[config.mk]
export PLATFORM = sky130hd
export DESIGN_NAME = cec_top
export DESIGN_NICKNAME = d
export VERILOG_FILES = /design/src/logic/cec_top.v
export VERILOG_INCLUDE_DIRS = /design/src /design/src/logic
export SDC_FILE = /design/constraint.sdc
export NUM_CORES = 1
export LEC_CHECK = 0
export BUFFER_PORTS_ARGS = -buffer_cell sky130_fd_sc_hd__buf_4
export CORE_MARGIN = 10
export CORE_UTILIZATION = 53
export CTS_BUF_LIST = sky130_fd_sc_hd__clkbuf_4 sky130_fd_sc_hd__clkbuf_8
export DETAILED_ROUTE_END_ITERATION = 8
export GPL_TIMING_DRIVEN = 1
export PLACE_DENSITY = 0.78
export SLEW_MARGIN = 30
export SYNTH_ARGS = -nofsm -noshare
export SYNTH_HDL_FRONTEND = slang
export SYNTH_SLANG_ARGS = --single-unit
export TNS_END_PERCENT = 50
[constraint.sdc]
create_clock -name aclk -period 2.6 [get_ports aclk]
set_input_delay 0.52 -clock aclk [delete_from_list [all_inputs] [get_ports aclk]]
set_output_delay 0.52 -clock aclk [all_outputs]
set_load 0.01 [all_outputs]
[src/logic/cec_regs.vh]
// register map, field positions, reset values and clock ratios of the cascaded counter
`ifndef CEC_REGS_VH
`define CEC_REGS_VH

// register word offsets
`define CEC_CTRL_OFF 4'h0
`define CEC_PER_LO_OFF 4'h1
`define CEC_PER_HI_OFF 4'h2
`define CEC_DUTY_LO_OFF 4'h3
`define CEC_DUTY_HI_OFF 4'h4
`define CEC_STAT_OFF 4'h5

// control register fields
`define CEC_RUN_BIT 0
`define CEC_MODE_BIT 1
`define CEC_FFINIT_BIT 2
`define CEC_DVSEL_BIT 3
`define CEC_SRC_LSB 4
`define CEC_SRC_MSB 6

// status register fields
`define CEC_STAT_FF_BIT 16

// reset values
`define CEC_CTRL_RST 8'h00
`define CEC_PER_RST 16'hffff
`define CEC_DUTY_RST 16'h0000

// count source codes
`define CEC_SRC_DIV11 3'h0
`define CEC_SRC_DIV7 3'h1
`define CEC_SRC_DIV5 3'h2
`define CEC_SRC_DIV3 3'h3
`define CEC_SRC_FS 3'h4
`define CEC_SRC_DIV1 3'h5
`define CEC_SRC_FC 3'h6
`define CEC_SRC_EXT 3'h7

// prescaler taps: fc, or fs for the fs tap, over two to the power given
`define CEC_TAP_11 11
`define CEC_TAP_7 7
`define CEC_TAP_5 5
`define CEC_TAP_3 3
`define CEC_TAP_1 1
`define CEC_FS_TAP 3

// axi responses
`define CEC_RESP_OKAY 2'b00
`define CEC_RESP_SLVERR 2'b10

`endif

[src/logic/cec_top.v]
// cascaded 16-bit event counter and pwm generator with an axi4-lite register slave
//
// Overview of operation
// - event mode: one 16-bit up-counter counts external input falling edges
// - while running, count equal to period pulses match irq and clears counter
// - after that clear, counting continues on later falling edges automatically
// - period register unbuffered, takes effect at once; avoid changing while running
// - pwm mode counts a selected prescaled clock or the external input
// - pwm: count equal to duty inverts the output flop, counting goes on
// - pwm: overflow inverts flop again, clears counter, pulses match irq
// - output flop starts from initial-level bit; reset clears it to zero
// - pwm pin always shows the inverse of the output flop
// - duty double-buffered: loads at pwm match irq when running, at once stopped
// - duty read during pwm shows old value until next match irq
// - stopping holds output level; initial-level change only in a later write
// - count sources: prescaled fc or fs taps; slow modes allow only fs sources and the external input
//
// The implementer's own choices: the address map and register access over AXI4-Lite.
`timescale 1ns/100ps
`include "cec_regs.vh"

module cec_top #(
  parameter integer ADDR_W = 8 // axi address width
) (
  input wire aclk, // system clock, fc
  input wire aresetn, // synchronous reset, active low
  input wire external_count_input, // event input, counts on falling edge
  input wire fs_tick, // one pulse per low-frequency clock period
  input wire slow_mode, // high in slow run or slow idle mode
  output reg pwm_output_n, // pwm pin, inverse of the output flop
  output reg cascade_match_irq, // one-cycle match or overflow pulse
  input wire [ADDR_W-1:0] s_axi_awaddr, // write address
  input wire s_axi_awvalid, // write address valid
  output reg s_axi_awready, // write address ready
  input wire [31:0] s_axi_wdata, // write data
  input wire [3:0] s_axi_wstrb, // write byte strobes
  input wire s_axi_wvalid, // write data valid
  output reg s_axi_wready, // write data ready
  output reg [1:0] s_axi_bresp, // write response
  output reg s_axi_bvalid, // write response valid
  input wire s_axi_bready, // write response ready
  input wire [ADDR_W-1:0] s_axi_araddr, // read address
  input wire s_axi_arvalid, // read address valid
  output reg s_axi_arready, // read address ready
  output reg [31:0] s_axi_rdata, // read data
  output reg [1:0] s_axi_rresp, // read response
  output reg s_axi_rvalid, // read data valid
  input wire s_axi_rready // read data ready
);

  // register word index from a byte address, mapped flag alongside
  function [4:0] reg_index;
    input [ADDR_W-1:0] addr;
    begin
      reg_index = {1'b0, addr[5:2]};
      if (addr[ADDR_W-1:2] > `CEC_STAT_OFF)
        reg_index = 5'h1f;
    end
  endfunction

  // software state
  reg [7:0] ctrl_reg;
  reg [15:0] period_reg;
  reg [15:0] duty_buf_reg;
  reg [15:0] duty_act_reg;

  // counting state
  reg [15:0] count_reg;
  reg [15:0] count_next;
  reg ff_reg;
  reg ff_next;
  reg irq_next;
  reg [10:0] pre_reg;
  reg [2:0] fs_div_reg;
  reg ext_prev_reg;

  // bus state
  reg aw_held_reg;
  reg w_held_reg;
  reg [ADDR_W-1:0] aw_addr_reg;
  reg [31:0] w_data_reg;
  reg [3:0] w_strb_reg;

  // control fields shared by the counter and the source mux
  wire run = ctrl_reg[`CEC_RUN_BIT];
  wire pwm_mode = ctrl_reg[`CEC_MODE_BIT];
  wire [2:0] src_sel = ctrl_reg[`CEC_SRC_MSB:`CEC_SRC_LSB];

  // write commits once both address and data are held
  // a pending response holds off the commit, not the address or data stage
  wire wr_go = aw_held_reg && w_held_reg && !s_axi_bvalid;
  wire [4:0] wr_idx = reg_index(aw_addr_reg);
  wire wr_lane0 = wr_go && w_strb_reg[0];
  wire wr_ctrl = wr_lane0 && (wr_idx == {1'b0, `CEC_CTRL_OFF});
  wire wr_per_lo = wr_lane0 && (wr_idx == {1'b0, `CEC_PER_LO_OFF});
  wire wr_per_hi = wr_lane0 && (wr_idx == {1'b0, `CEC_PER_HI_OFF});
  wire wr_duty_lo = wr_lane0 && (wr_idx == {1'b0, `CEC_DUTY_LO_OFF});
  wire wr_duty_hi = wr_lane0 && (wr_idx == {1'b0, `CEC_DUTY_HI_OFF});

  // prescaler taps: a tap fires when its low bits are all ones
  function tap;
    input [10:0] pre;
    input integer n;
    integer i;
    begin
      tap = 1'b1;
      for (i = 0; i < 11; i = i + 1)
        if (i < n && !pre[i])
          tap = 1'b0;
    end
  endfunction

  // fs divided by eight for the slowest low-frequency source
  wire fs_div_tick = fs_tick && (fs_div_reg == 3'h7);

  // falling edge seen by sampling once per clock; slow pulses assumed
  wire ext_fall = ext_prev_reg && !external_count_input;

  // source select, fc-derived taps are dead in the slow modes
  reg src_tick;
  always @*
  begin
    src_tick = 1'b0;
    case (src_sel)
      `CEC_SRC_DIV11:
        src_tick = (ctrl_reg[`CEC_DVSEL_BIT] || slow_mode) ? fs_div_tick :
          tap(pre_reg, `CEC_TAP_11);
      `CEC_SRC_DIV7: src_tick = !slow_mode && tap(pre_reg, `CEC_TAP_7);
      `CEC_SRC_DIV5: src_tick = !slow_mode && tap(pre_reg, `CEC_TAP_5);
      `CEC_SRC_DIV3: src_tick = !slow_mode && tap(pre_reg, `CEC_TAP_3);
      `CEC_SRC_FS: src_tick = fs_tick;
      `CEC_SRC_DIV1: src_tick = !slow_mode && tap(pre_reg, `CEC_TAP_1);
      `CEC_SRC_FC: src_tick = !slow_mode;
      `CEC_SRC_EXT: src_tick = ext_fall;
      default: src_tick = 1'b0;
    endcase
  end

  // event mode always counts external falling edges
  // pwm mode counts the selected source
  wire cnt_tick = pwm_mode ? src_tick : ext_fall;
  wire [15:0] cnt_inc = count_reg + 16'h0001;
  wire overflow = (count_reg == 16'hffff);

  // next counter, flop and match pulse
  always @*
  begin
    count_next = count_reg;
    ff_next = ff_reg;
    irq_next = 1'b0;
    if (!run)
    begin
      // stopped counter rests at zero, flop holds its level
      count_next = 16'h0000;
      // initial level taken on a write made from the stopped state
      // a write that stops the timer leaves the flop alone
      if (wr_ctrl)
        ff_next = w_data_reg[`CEC_FFINIT_BIT];
    end
    else if (cnt_tick)
    begin
      if (!pwm_mode)
      begin
        // match pulses the irq and clears the counter
        // counting resumes on the next edge with no software help
        if (cnt_inc == period_reg)
        begin
          count_next = 16'h0000;
          irq_next = 1'b1;
        end
        else
          count_next = cnt_inc;
      end
      else
      begin
        // duty match inverts the flop, counting goes on
        // overflow inverts again, clears and pulses the irq
        count_next = cnt_inc;
        irq_next = overflow;
        ff_next = ff_reg ^ overflow ^ (cnt_inc == duty_act_reg);
      end
    end
  end

  // prescaler and edge history run free so sources stay in phase
  // switching source while running may give one short first period
  always @(posedge aclk)
  begin
    if (!aresetn)
    begin
      pre_reg <= 11'h000;
      fs_div_reg <= 3'h0;
      ext_prev_reg <= 1'b1;
    end
    else
    begin
      pre_reg <= pre_reg + 11'h001;
      if (fs_tick)
        fs_div_reg <= fs_div_reg + 3'h1;
      ext_prev_reg <= external_count_input;
    end
  end

  // counter, flop and outputs
  always @(posedge aclk)
  begin
    if (!aresetn)
    begin
      count_reg <= 16'h0000;
      ff_reg <= 1'b0;
      pwm_output_n <= 1'b1;
      cascade_match_irq <= 1'b0;
    end
    else
    begin
      count_reg <= count_next;
      ff_reg <= ff_next;
      // pin is the inverse of the flop, taken from its next value
      pwm_output_n <= !ff_next;
      cascade_match_irq <= irq_next;
    end
  end

  // software registers
  always @(posedge aclk)
  begin
    if (!aresetn)
    begin
      ctrl_reg <= `CEC_CTRL_RST;
      period_reg <= `CEC_PER_RST;
      duty_buf_reg <= `CEC_DUTY_RST;
      duty_act_reg <= `CEC_DUTY_RST;
    end
    else
    begin
      if (wr_ctrl)
        ctrl_reg <= w_data_reg[7:0];
      // period bytes act at once, no shadow stage
      // a period set below the running count is only met after a wrap
      if (wr_per_lo)
        period_reg[7:0] <= w_data_reg[7:0];
      if (wr_per_hi)
        period_reg[15:8] <= w_data_reg[7:0];
      if (wr_duty_lo)
        duty_buf_reg[7:0] <= w_data_reg[7:0];
      if (wr_duty_hi)
        duty_buf_reg[15:8] <= w_data_reg[7:0];
      // buffer moves to active at the pwm match pulse, or freely when stopped
      // a buffer write on the match edge waits for the following match
      if (!run || (pwm_mode && irq_next))
        duty_act_reg <= duty_buf_reg;
    end
  end

  // write channel: address and data accepted in either order
  always @(posedge aclk)
  begin
    if (!aresetn)
    begin
      aw_held_reg <= 1'b0;
      w_held_reg <= 1'b0;
      aw_addr_reg <= {ADDR_W{1'b0}};
      w_data_reg <= 32'h00000000;
      w_strb_reg <= 4'h0;
      s_axi_awready <= 1'b0;
      s_axi_wready <= 1'b0;
      s_axi_bvalid <= 1'b0;
      s_axi_bresp <= `CEC_RESP_OKAY;
    end
    else
    begin
      // ready is a one-cycle pulse, so each channel takes one item
      s_axi_awready <= !aw_held_reg && s_axi_awvalid && !s_axi_awready;
      s_axi_wready <= !w_held_reg && s_axi_wvalid && !s_axi_wready;
      if (s_axi_awvalid && s_axi_awready)
      begin
        aw_held_reg <= 1'b1;
        aw_addr_reg <= s_axi_awaddr;
      end
      if (s_axi_wvalid && s_axi_wready)
      begin
        w_held_reg <= 1'b1;
        w_data_reg <= s_axi_wdata;
        w_strb_reg <= s_axi_wstrb;
      end
      if (wr_go)
      begin
        aw_held_reg <= 1'b0;
        w_held_reg <= 1'b0;
        s_axi_bvalid <= 1'b1;
        s_axi_bresp <= (wr_idx == 5'h1f || wr_idx == {1'b0, `CEC_STAT_OFF}) ?
          `CEC_RESP_SLVERR : `CEC_RESP_OKAY;
      end
      else if (s_axi_bvalid && s_axi_bready)
        s_axi_bvalid <= 1'b0;
    end
  end

  // read channel
  wire [4:0] rd_idx = reg_index(s_axi_araddr);
  always @(posedge aclk)
  begin
    if (!aresetn)
    begin
      s_axi_arready <= 1'b0;
      s_axi_rvalid <= 1'b0;
      s_axi_rdata <= 32'h00000000;
      s_axi_rresp <= `CEC_RESP_OKAY;
    end
    else
    begin
      s_axi_arready <= s_axi_arvalid && !s_axi_arready && !s_axi_rvalid;
      if (s_axi_arvalid && s_axi_arready)
      begin
        s_axi_rvalid <= 1'b1;
        s_axi_rresp <= `CEC_RESP_OKAY;
        case (rd_idx)
          {1'b0, `CEC_CTRL_OFF}: s_axi_rdata <= {24'h000000, ctrl_reg};
          {1'b0, `CEC_PER_LO_OFF}: s_axi_rdata <= {24'h000000, period_reg[7:0]};
          {1'b0, `CEC_PER_HI_OFF}: s_axi_rdata <= {24'h000000, period_reg[15:8]};
          // read shows the active stage, old value until the match pulse
          {1'b0, `CEC_DUTY_LO_OFF}: s_axi_rdata <= {24'h000000, duty_act_reg[7:0]};
          {1'b0, `CEC_DUTY_HI_OFF}: s_axi_rdata <= {24'h000000, duty_act_reg[15:8]};
          // status is read-only: flop level above the live count
          {1'b0, `CEC_STAT_OFF}: s_axi_rdata <= {15'h0000, ff_reg, count_reg};
          default:
          begin
            s_axi_rdata <= 32'h00000000;
            s_axi_rresp <= `CEC_RESP_SLVERR;
          end
        endcase
      end
      else if (s_axi_rvalid && s_axi_rready)
        s_axi_rvalid <= 1'b0;
    end
  end

endmodule

==> results of run 1 <==
[layer usage]
metal,GRT usage,part of all wire,vias up
met2,0.319,0.45,209
met4,0.0943,0.028,0
met5,0,0,-
met1,0.266,0.46,2840
met3,0.0541,0.067,42
li1,-,-,2971
[stage by stage]
stage	instance area (um^2)	setup WS (ns)	hold WS, ns
floorplan	6980	-0.164	0.421
global placement	7780	-0.181	0.438
detailed placement	7780	-0.215	0.443
CTS	8180	-0.0713	0.249
global route	8340	-0.176	0.247
finish	8340	-0.0661	0.259
[area by class of cell]
type	instances	area share
inverters	12	0.00570
clock buffers	22	0.0333
flip-flops and latches	131	0.317
repair buffers	137	0.126
multi-input cells	605	0.485
clock inverters	8	0.00690
well taps	172	0.0258
[Yosys cell counts (3+ instances only)]
cell type and n:
nor4bb_1 3, clkbuf_1 37, buf_2 8, nor3b_1 8, a21boi_0 28, o21ai_0 20, and3_1 3, buf_6 3
o31ai_1 4, xor2_1 12, dfxtp_1 131, nand2b_1 6, nor3_1 17, inv_1 12, nand3b_1 9, and2_1 19
a211o_1 4, o22ai_1 11, xnor2_1 29, a22oi_1 9, nand3_1 44, nor4_1 3, nor2_1 39, buf_4 22
nand4_1 9, a21oi_1 18, nand2_1 113, or3_1 9, or4_1 5, mux2i_1 60, o211ai_1 4, a31oi_1 7
ha_1 5, a22o_1 3, nor2b_1 49
[kinds of logic (layout without fill, tap and decap cells)]
kind of cell,after synthesis,after routing,share of synthesized area
simple gates,353,353,0.277
compound gates,129,129,0.132
mux,60,60,0.0872
other cells,1,17,0.000544
fa+ha+maj,5,5,0.00908
buf+inv,83,179,0.0619
flops,131,131,0.381
xor+xnor,41,41,0.0521
[placed cells by master, fill, tap and decap left out, types with 17 or more instances in the layout]
| cell type | count |
|---|---|
| nand3_1 | 42 |
| and2_1 | 19 |
| buf_4 | 131 |
| a21boi_0 | 28 |
| clkbuf_8 | 18 |
| conb_1 | 17 |
| mux2i_1 | 59 |
| nand2_1 | 112 |
| xnor2_1 | 28 |
| dfxtp_1 | 121 |
| nor2_1 | 38 |
| o21ai_0 | 18 |
| nor2b_1 | 49 |
[worst max path at each step]
| stage | startpoint | endpoint | slack [ns] |
|---|---|---|---|
| global route | count_reg[0] | count_reg[5] | -0.18 |
| global placement | count_reg[0] | count_reg[5] | -0.18 |
| floorplan | count_reg[1] | count_reg[11] | -0.16 |
| finish | count_reg[1] | count_reg[11] | -0.07 |
| CTS | count_reg[1] | count_reg[5] | -0.07 |
| detailed placement | count_reg[0] | count_reg[5] | -0.21 |
[power by group through the flow]
stage / Clock, mW / Sequential (mW) / Combinational, mW
final: 1.50 / 2.06 / 0.209
after global placement: 0 / 2.11 / 0.204
after global routing: 1.60 / 2.06 / 0.232
after detailed placement: 0 / 2.11 / 0.208
after floorplan: 0 / 2.10 / 0.149
after CTS: 1.52 / 2.06 / 0.208
[what timing repair did]
action / in CTS / in global routing
endpoints found under the setup margin: 19 / 19
gates resized for setup: 13 / 29
pin swaps: 7 / 7
setup buffers: 3 / 5
==> flow_metrics.tcl, run 1 <==
set metrics [dict create \
    cts.htree.levels 4 \
    clk_latency_ns 0.46 \
    switching_share 0.244 \
    route.detailed.drc 0 \
    largest_reg_flops 17 \
    rr_worst_depth 9 \
    wl_um 18700 \
    crit_path_max_incr_delay_ns 0.55 \
    worstPathCellList "ha_4 > xor2_1 > nor3_1 > o211ai_1 > or4_4 > nor4_4 > a31oi_4 > and2b_2 > a22o_1" \
    netlist_instances 803 \
    grt_pass1_wl_um 29900 \
    critical_path_buf_inv_count 0 \
    fin_cells 1087 \
    cpMaxStageDelayCell "or4_4" \
    ff2ff_setup_slack_ns -0.07 \
    worstMarginPinSlew_ns 0.915 \
    cts_sinks 131 \
    synth_top_area_share 0.381 \
    max_slew_margin 0.390 \
    rows 41 \
    cts-buffers-inserted 17 \
    post_drt_via_cell_ratio 5.58 \
    finalCritPeriodShare 1.03 \
    fp.dieH_um 134 \
    syn_area_mm2 0.00689 \
    hp-start "external_count_input" \
    cp_data_arrival_time_ns 3.02 \
    holdPathEnd "ext_prev_reg" \
    overflow 0 \
    synthTopCellsByArea "dfxtp_1 (38%), mux2i_1 (8.7%), nand2_1 (6.2%)" \
    setup_viol 9 \
    nFillCells 1085 \
    root_buffer "clkbuf_8" \
    dr.pass1.iters 5 \
    avgSynthCellArea_um2 8.58 \
    p_leak_nw 3.36 \
    critical_path_class "register to register" \
    clk_path_buf_depth 2 \
    setup_ws_ns -0.0661 \
    finalMaxSlewViolations 0 \
    synthFlopType "dfxtp_1" \
    r2r_start "count_reg[1]" \
    hold_class "primary input to register" \
    crit_cells 9 \
    cp_top_family "simple AND/OR/NAND/NOR gates" \
    p_sw_mw 0.920 \
    timing.rr.end "count_reg[11]" \
    yosysWarnings 0 \
    p_comb_frac 0.055 \
    status "complete, but fails checks" \
    ant_nets 0 \
    drtIter0Drc 476 \
    dp_cells 1049 \
    grt_max_degree 115 \
    hold_depth 2 \
    p_seq_frac 0.546 \
    async_reset_ff_frac 0 \
    cp.required_ns 2.95 \
    yosysSeqAreaShare 0.381 \
    dieArea_mm2 0.0180 \
    clkTransAtPathRegs_ns 0.08 \
    setup.worst_path.start_class "register" \
    die_x_um 134 \
    hold_violations 0 \
    antenna_found_initial 0 \
    area_growth_pct 21.0 \
    seqCellArea_mm2 0.00265 \
    layout-drive-gt1-share 0.237 \
    finalCoreUtilization 0.658 \
    top_register "s_axi_rdata" \
    start_util 0.544 \
    cts_tree "built" \
    multiInputGateArea_mm2 0.00405 \
    drt-wirelength-per-cell_um 17.2 \
    hold_buffers 0 \
    io_buffer_count 56 \
    ir_drop_v 0.000395 \
    dp_hpwl_um 13700 \
    grt_pass1_vias 5794 \
    internal-power_mw 2.85 \
    routabilityCongestion 0.986 \
    p_per_area_mw_per_mm2 452 \
    nets 971 \
    maxCapViolCount 0 \
    diodes 0 \
    synth_edf_count 0 \
    end_kind "register" \
    fmax_ghz 0.375 \
    violations "negative setup slack" \
    period_needed_ns 2.67 \
    fin_tns_setup_ns -0.341 \
    power_mw 3.77 \
    synthDistinctLibCells 65 \
    groute.usage.overall 0.207 \
    ys_ff_latch 131 \
    ioPinCount 105 \
    vias 6062 \
    cp_max_fo 7 \
    fin_skew_ns 0.0137 \
    synth_top_area_cell "dfxtp_1" \
    coreArea_mm2 0.0127 \
    rsz0062_at_grt "yes" \
    clkPwrFrac 0.398 \
]
(Power assumes the default switching activity.)
==> run 2: changes to the inputs <==
- SETUP_SLACK_MARGIN: not set -> 0.15
==> run 2 against run 1 <==
- the flow still finishes with violations (negative setup slack)
- final cell count shrank 0.18%
- fmax grew 0.94%
- routed wire length grew 2.2%
- total power grew 7.7%
- critical endpoint is now count_reg[5]
==> flow_metrics.tcl, run 2 (same netlist as run 1, synthesis figures left out) <==
set metrics [dict create \
    status "complete, but fails checks" \
    violations "negative setup slack" \
    hold_violations 0 \
    worstMarginPinSlew_ns 0.890 \
    io_buffer_count 56 \
    start_util 0.544 \
    dr.pass1.iters 5 \
    met1_length_um 8410 \
    p_leak_nw 3.39 \
    finalCoreUtilization 0.664 \
    maxCapViolCount 0 \
    grt_pass1_wl_um 30500 \
    setup_viol 6 \
    area_growth_pct 22.2 \
    grt_max_degree 115 \
    critical_path_class "register to register" \
    cts-buffers-inserted 17 \
    drt-wirelength-per-cell_um 17.6 \
    clk_path_buf_depth 2 \
    fin_tns_setup_ns -0.155 \
    cp_max_fo 6 \
    diodes 0 \
    stdcell_area_mm2 0.00842 \
    top_register "s_axi_rdata" \
    period_needed_ns 2.64 \
    p_per_area_mw_per_mm2 482 \
    root_buffer "clkbuf_8" \
    clkTransAtPathRegs_ns 0.07 \
    ant_nets 0 \
    rsz0062_at_grt "yes" \
    cts.htree.levels 4 \
    nets 967 \
    routabilityCongestion 1.00 \
    ioPinCount 105 \
    max_slew_margin 0.406 \
    cp_data_arrival_time_ns 3.00 \
    setup.worst_path.start_class "register" \
    wl_met3_um 1320 \
    overflow 0 \
    dieArea_mm2 0.0180 \
    route.detailed.drc 0 \
    cp.required_ns 2.96 \
    finalCritPeriodShare 1.02 \
    hold_class "primary input to register" \
    finalMaxSlewViolations 0 \
    setup_ws_ns -0.0412 \
    largest_reg_flops 17 \
    cts_tree "built" \
    top_layer "met4" \
    groute.usage.overall 0.211 \
    hold_buffers 0 \
    wl_um 19100 \
    coreArea_mm2 0.0127 \
    post_drt_via_cell_ratio 5.64 \
    layout-drive-gt1-share 0.237 \
    ir_drop_v 0.000317 \
    dp_hpwl_um 13900 \
    wl_met2_um 8890 \
    vias 6121 \
    fin_skew_ns 0.0116 \
    die_x_um 134 \
    fmax_ghz 0.379 \
    drtIter0Drc 511 \
    post_dp_cell_area_mm2 0.00779 \
    fp.dieH_um 134 \
    antenna_found_initial 0 \
    grt_pass1_vias 5662 \
    clk_latency_ns 0.46 \
    cts_sinks 131 \
    end_kind "register" \
    rows 41 \
    final_cell_mix "dfxtp_1 (122), buf_4 (122), nand2_1 (113)" \
]
[run 2: changes by cell type in the layout (fill, tap and decap cells not counted), sizes merged]
cell	change
inv	+1
bufinv	+2
buf	-4
clkinvlp	-1
[run 2: path summary, 6_finish.rpt]
kind	startpoint	endpoint	slack [ns]	cells after the start
max	count_reg[3]	count_reg[5]	-0.04	8
min	external_count_input	ext_prev_reg	0.25	2
max reg2reg	count_reg[3]	count_reg[5]	-0.04	8
min reg2reg	s_axi_rvalid	s_axi_arready	0.45	1
[run 2: where the power goes]
part	switching (mW)	internal [mW]	total, mW
Clock	0.829	0.958	1.79
Sequential	0.0278	2.03	2.06
Combinational	0.110	0.103	0.213
Total	0.967	3.09	4.06
[run 2: area by class of cell]
type                    count  area, um^2
flip-flops and latches    131        2640
fillers                  1072        4250
inverters                  12        47.5
clock buffers              22         290
repair buffers            133        1050
multi-input cells         605        4050
well taps                 172         215
clock inverters            10         123
[run 2: through the flow]
stage	hold WS (ns)	setup slack [ns]	instances	total power, mW
after global routing	0.255	-0.166	1085	4.19
after global placement	0.440	-0.186	1048	2.31
after floorplan	0.421	-0.164	819	2.25
final	0.250	-0.0412	1085	4.06
after detailed placement	0.446	-0.212	1048	2.32
after CTS	0.232	-0.0291	1083	4.08
[run 2: routing by layer]
metal	vias to the layer above	GRT usage
met2	237	0.328
met4	0	0.0859
met3	46	0.0530
met5	-	0
li1	2970	-
met1	2868	0.273
[run 2: critical path, cell delays in order, from the launching register on]
cell and delay [ns]:
dfxtp_4 0.37, nand4_4 0.14, or4_4 0.57, xnor2_1 0.16, or4_4 0.43, nor4_4 0.22
a31oi_4 0.19, and2b_1 0.23, a22o_1 0.22
[run 2: repair_timing]
action | CTS | global route
pin swaps | 9 | 13
gates resized for setup | 26 | 20
endpoints found under the setup margin | 19 | 25
gates cloned | 0 | 0
buffers inserted | 3 | 2
==> run 3: changes to the inputs <==
- CORE_UTILIZATION: 53 -> 59
- PLACE_DENSITY: 0.78 -> 0.82
- clock period: 2.6 -> 2.9 ns (I/O delays scaled with it)
==> run 3 against run 2 <==
- the run now ends clean
- die area is 8.7% lower
- sequential share of layout area is 1.1 points higher
- sequential power is 10% lower
- utilization is 4.7 points higher
- highest routed layer unchanged
==> flow_metrics.tcl, run 3 (same netlist as run 1, synthesis figures left out) <==
set metrics [dict create \
    hold_class "primary input to register" \
    clkTransAtPathRegs_ns 0.07 \
    critical_path_buf_inv_count 2 \
    hp-start "external_count_input" \
    grt_pass1_wl_um 30400 \
    largest_reg_flops 17 \
    cts.htree.levels 4 \
    p_leak_nw 3.25 \
    clkPwrFrac 0.437 \
    whs_ns 0.316 \
    wl_um 19000 \
    cpMaxStageDelayCell "or4_4" \
    layout-drive-gt1-share 0.209 \
    routabilityCongestion 0.956 \
    drt-wirelength-per-cell_um 18.4 \
    rows 39 \
    post_drt_via_cell_ratio 5.97 \
    die_x_um 128 \
    groute.usage.overall 0.231 \
    drtIter0Drc 514 \
    fin_tns_setup_ns 0 \
    io_buffer_count 56 \
    cp.required_ns 3.16 \
    clk_path_buf_depth 2 \
    setup.worst_path.start "count_reg[7]" \
    end_kind "register" \
    worstPathCellList "buf_4 > and2_1 > nand4_1 > buf_4 > o32a_1 > o211ai_1 > or4_4 > nor4_4 > xnor2_1 > o2111ai_1" \
    p_per_area_mw_per_mm2 445 \
    top_register "s_axi_rdata" \
    dp_cells 993 \
    hold_violations 0 \
    p_seq_frac 0.511 \
    cp_data_arrival_time_ns 3.03 \
    critical_path_class "register to register" \
    place_ws_ns 0.0366 \
    cp_max_fo 7 \
    switching_share 0.235 \
    worstMarginPinSlew_ns 0.880 \
    r2r_start "count_reg[7]" \
    fin_skew_ns 0.0119 \
    period_needed_ns 2.76 \
    crit_path_max_incr_delay_ns 0.57 \
    rsz0062_at_grt "yes" \
    setup.worst_path.start_class "register" \
    fmax_ghz 0.362 \
    internal-power_mw 2.76 \
    maxCapViolCount 0 \
    ant_nets 0 \
    antenna_found_initial 0 \
    p_sw_mw 0.848 \
    status "complete, no violations" \
    grt_pass1_vias 5907 \
    start_util 0.603 \
    clk_latency_ns 0.46 \
    final_cell_mix "dfxtp_1 (120), nand2_1 (113), buf_4 (107)" \
    ir_drop_v 0.000411 \
    ioPinCount 105 \
    diodes 0 \
    area_growth_pct 18.0 \
    final_common_cell "dfxtp_1" \
    dieArea_mm2 0.0164 \
    p_comb_frac 0.052 \
    finalMaxSlewViolations 0 \
    cp_top_family "simple AND/OR/NAND/NOR gates" \
    finalCritPeriodShare 0.952 \
    fp.dieH_um 128 \
    fin_cells 1035 \
    crit_top_cell "buf_4" \
    setup_viol 0 \
    max_slew_margin 0.413 \
    coreArea_mm2 0.0114 \
    cts_tree "built" \
    dp_hpwl_um 14000 \
    nets 946 \
    root_buffer "clkbuf_8" \
    route.detailed.drc 0 \
    cts_sinks 131 \
    grt_max_degree 115 \
    vias 6177 \
    cts-buffers-inserted 17 \
    overflow 0 \
    dr.pass1.iters 5 \
    setup_ws_ns 0.138 \
]
run 3: changes by cell type in the layout (fill, tap and decap cells not counted), sizes merged:
| cell | delta |
|---|---|
| clkinvlp | +2 |
| bufinv | +1 |
| clkinv | +1 |
| a31oi | +1 |
| clkbuf | -4 |
| buf | -22 |
run 3: power groups by stage:
| stage | Combinational [mW] | Clock, mW | Sequential [mW] |
|---|---|---|---|
| 2_1_floorplan | 0.134 | 0 | 1.88 |
| 6_report | 0.187 | 1.58 | 1.85 |
| 3_3_place_gp | 0.178 | 0 | 1.89 |
| 3_5_place_dp | 0.185 | 0 | 1.89 |
| 5_1_grt | 0.206 | 1.68 | 1.85 |
| 4_1_cts | 0.186 | 1.60 | 1.85 |
run 3: area by class of cell:
class | count | area [um^2]
clock buffers | 18 | 241
well taps | 143 | 179
multi-input cells | 606 | 4000
repair buffers | 111 | 857
flip-flops and latches | 131 | 2640
clock inverters | 14 | 161
inverters | 12 | 47.5
fillers | 876 | 3290
run 3: metrics by stage:
stage                      util  instance area (um^2)  power (mW)
after floorplan               -                  6980        2.02
after global placement    0.661                  7550        2.07
after detailed placement  0.661                  7550        2.07
after CTS                 0.706                  8060        3.64
after global routing      0.712                  8130        3.74
final                     0.712                  8130        3.61
run 3: path summary, 6_finish.rpt:
kind / endpoint / cells past startpoint / slack (ns)
setup reg to reg: pwm_output_n / 10 / 0.14
hold reg to reg: s_axi_arready / 1 / 0.46
hold / removal: ext_prev_reg / 2 / 0.32
setup / recovery: pwm_output_n / 10 / 0.14
run 3: repair_timing:
action                                  in CTS  in global routing
resized for setup                           16                 15
buffers inserted                             7                  2
hold buffers                                 0                  0
pin swaps                                   14                  6
endpoints found under the setup margin      13                 18
cloned                                       1                  0
run 3: routing by layer:
metal	vias to the layer above	GRT usage	routed length, um
met4	0	0.100	620
met3	57	0.0687	1620
li1	2929	-	-
met2	274	0.366	8760
met1	2917	0.286	8000
met5	-	0	0
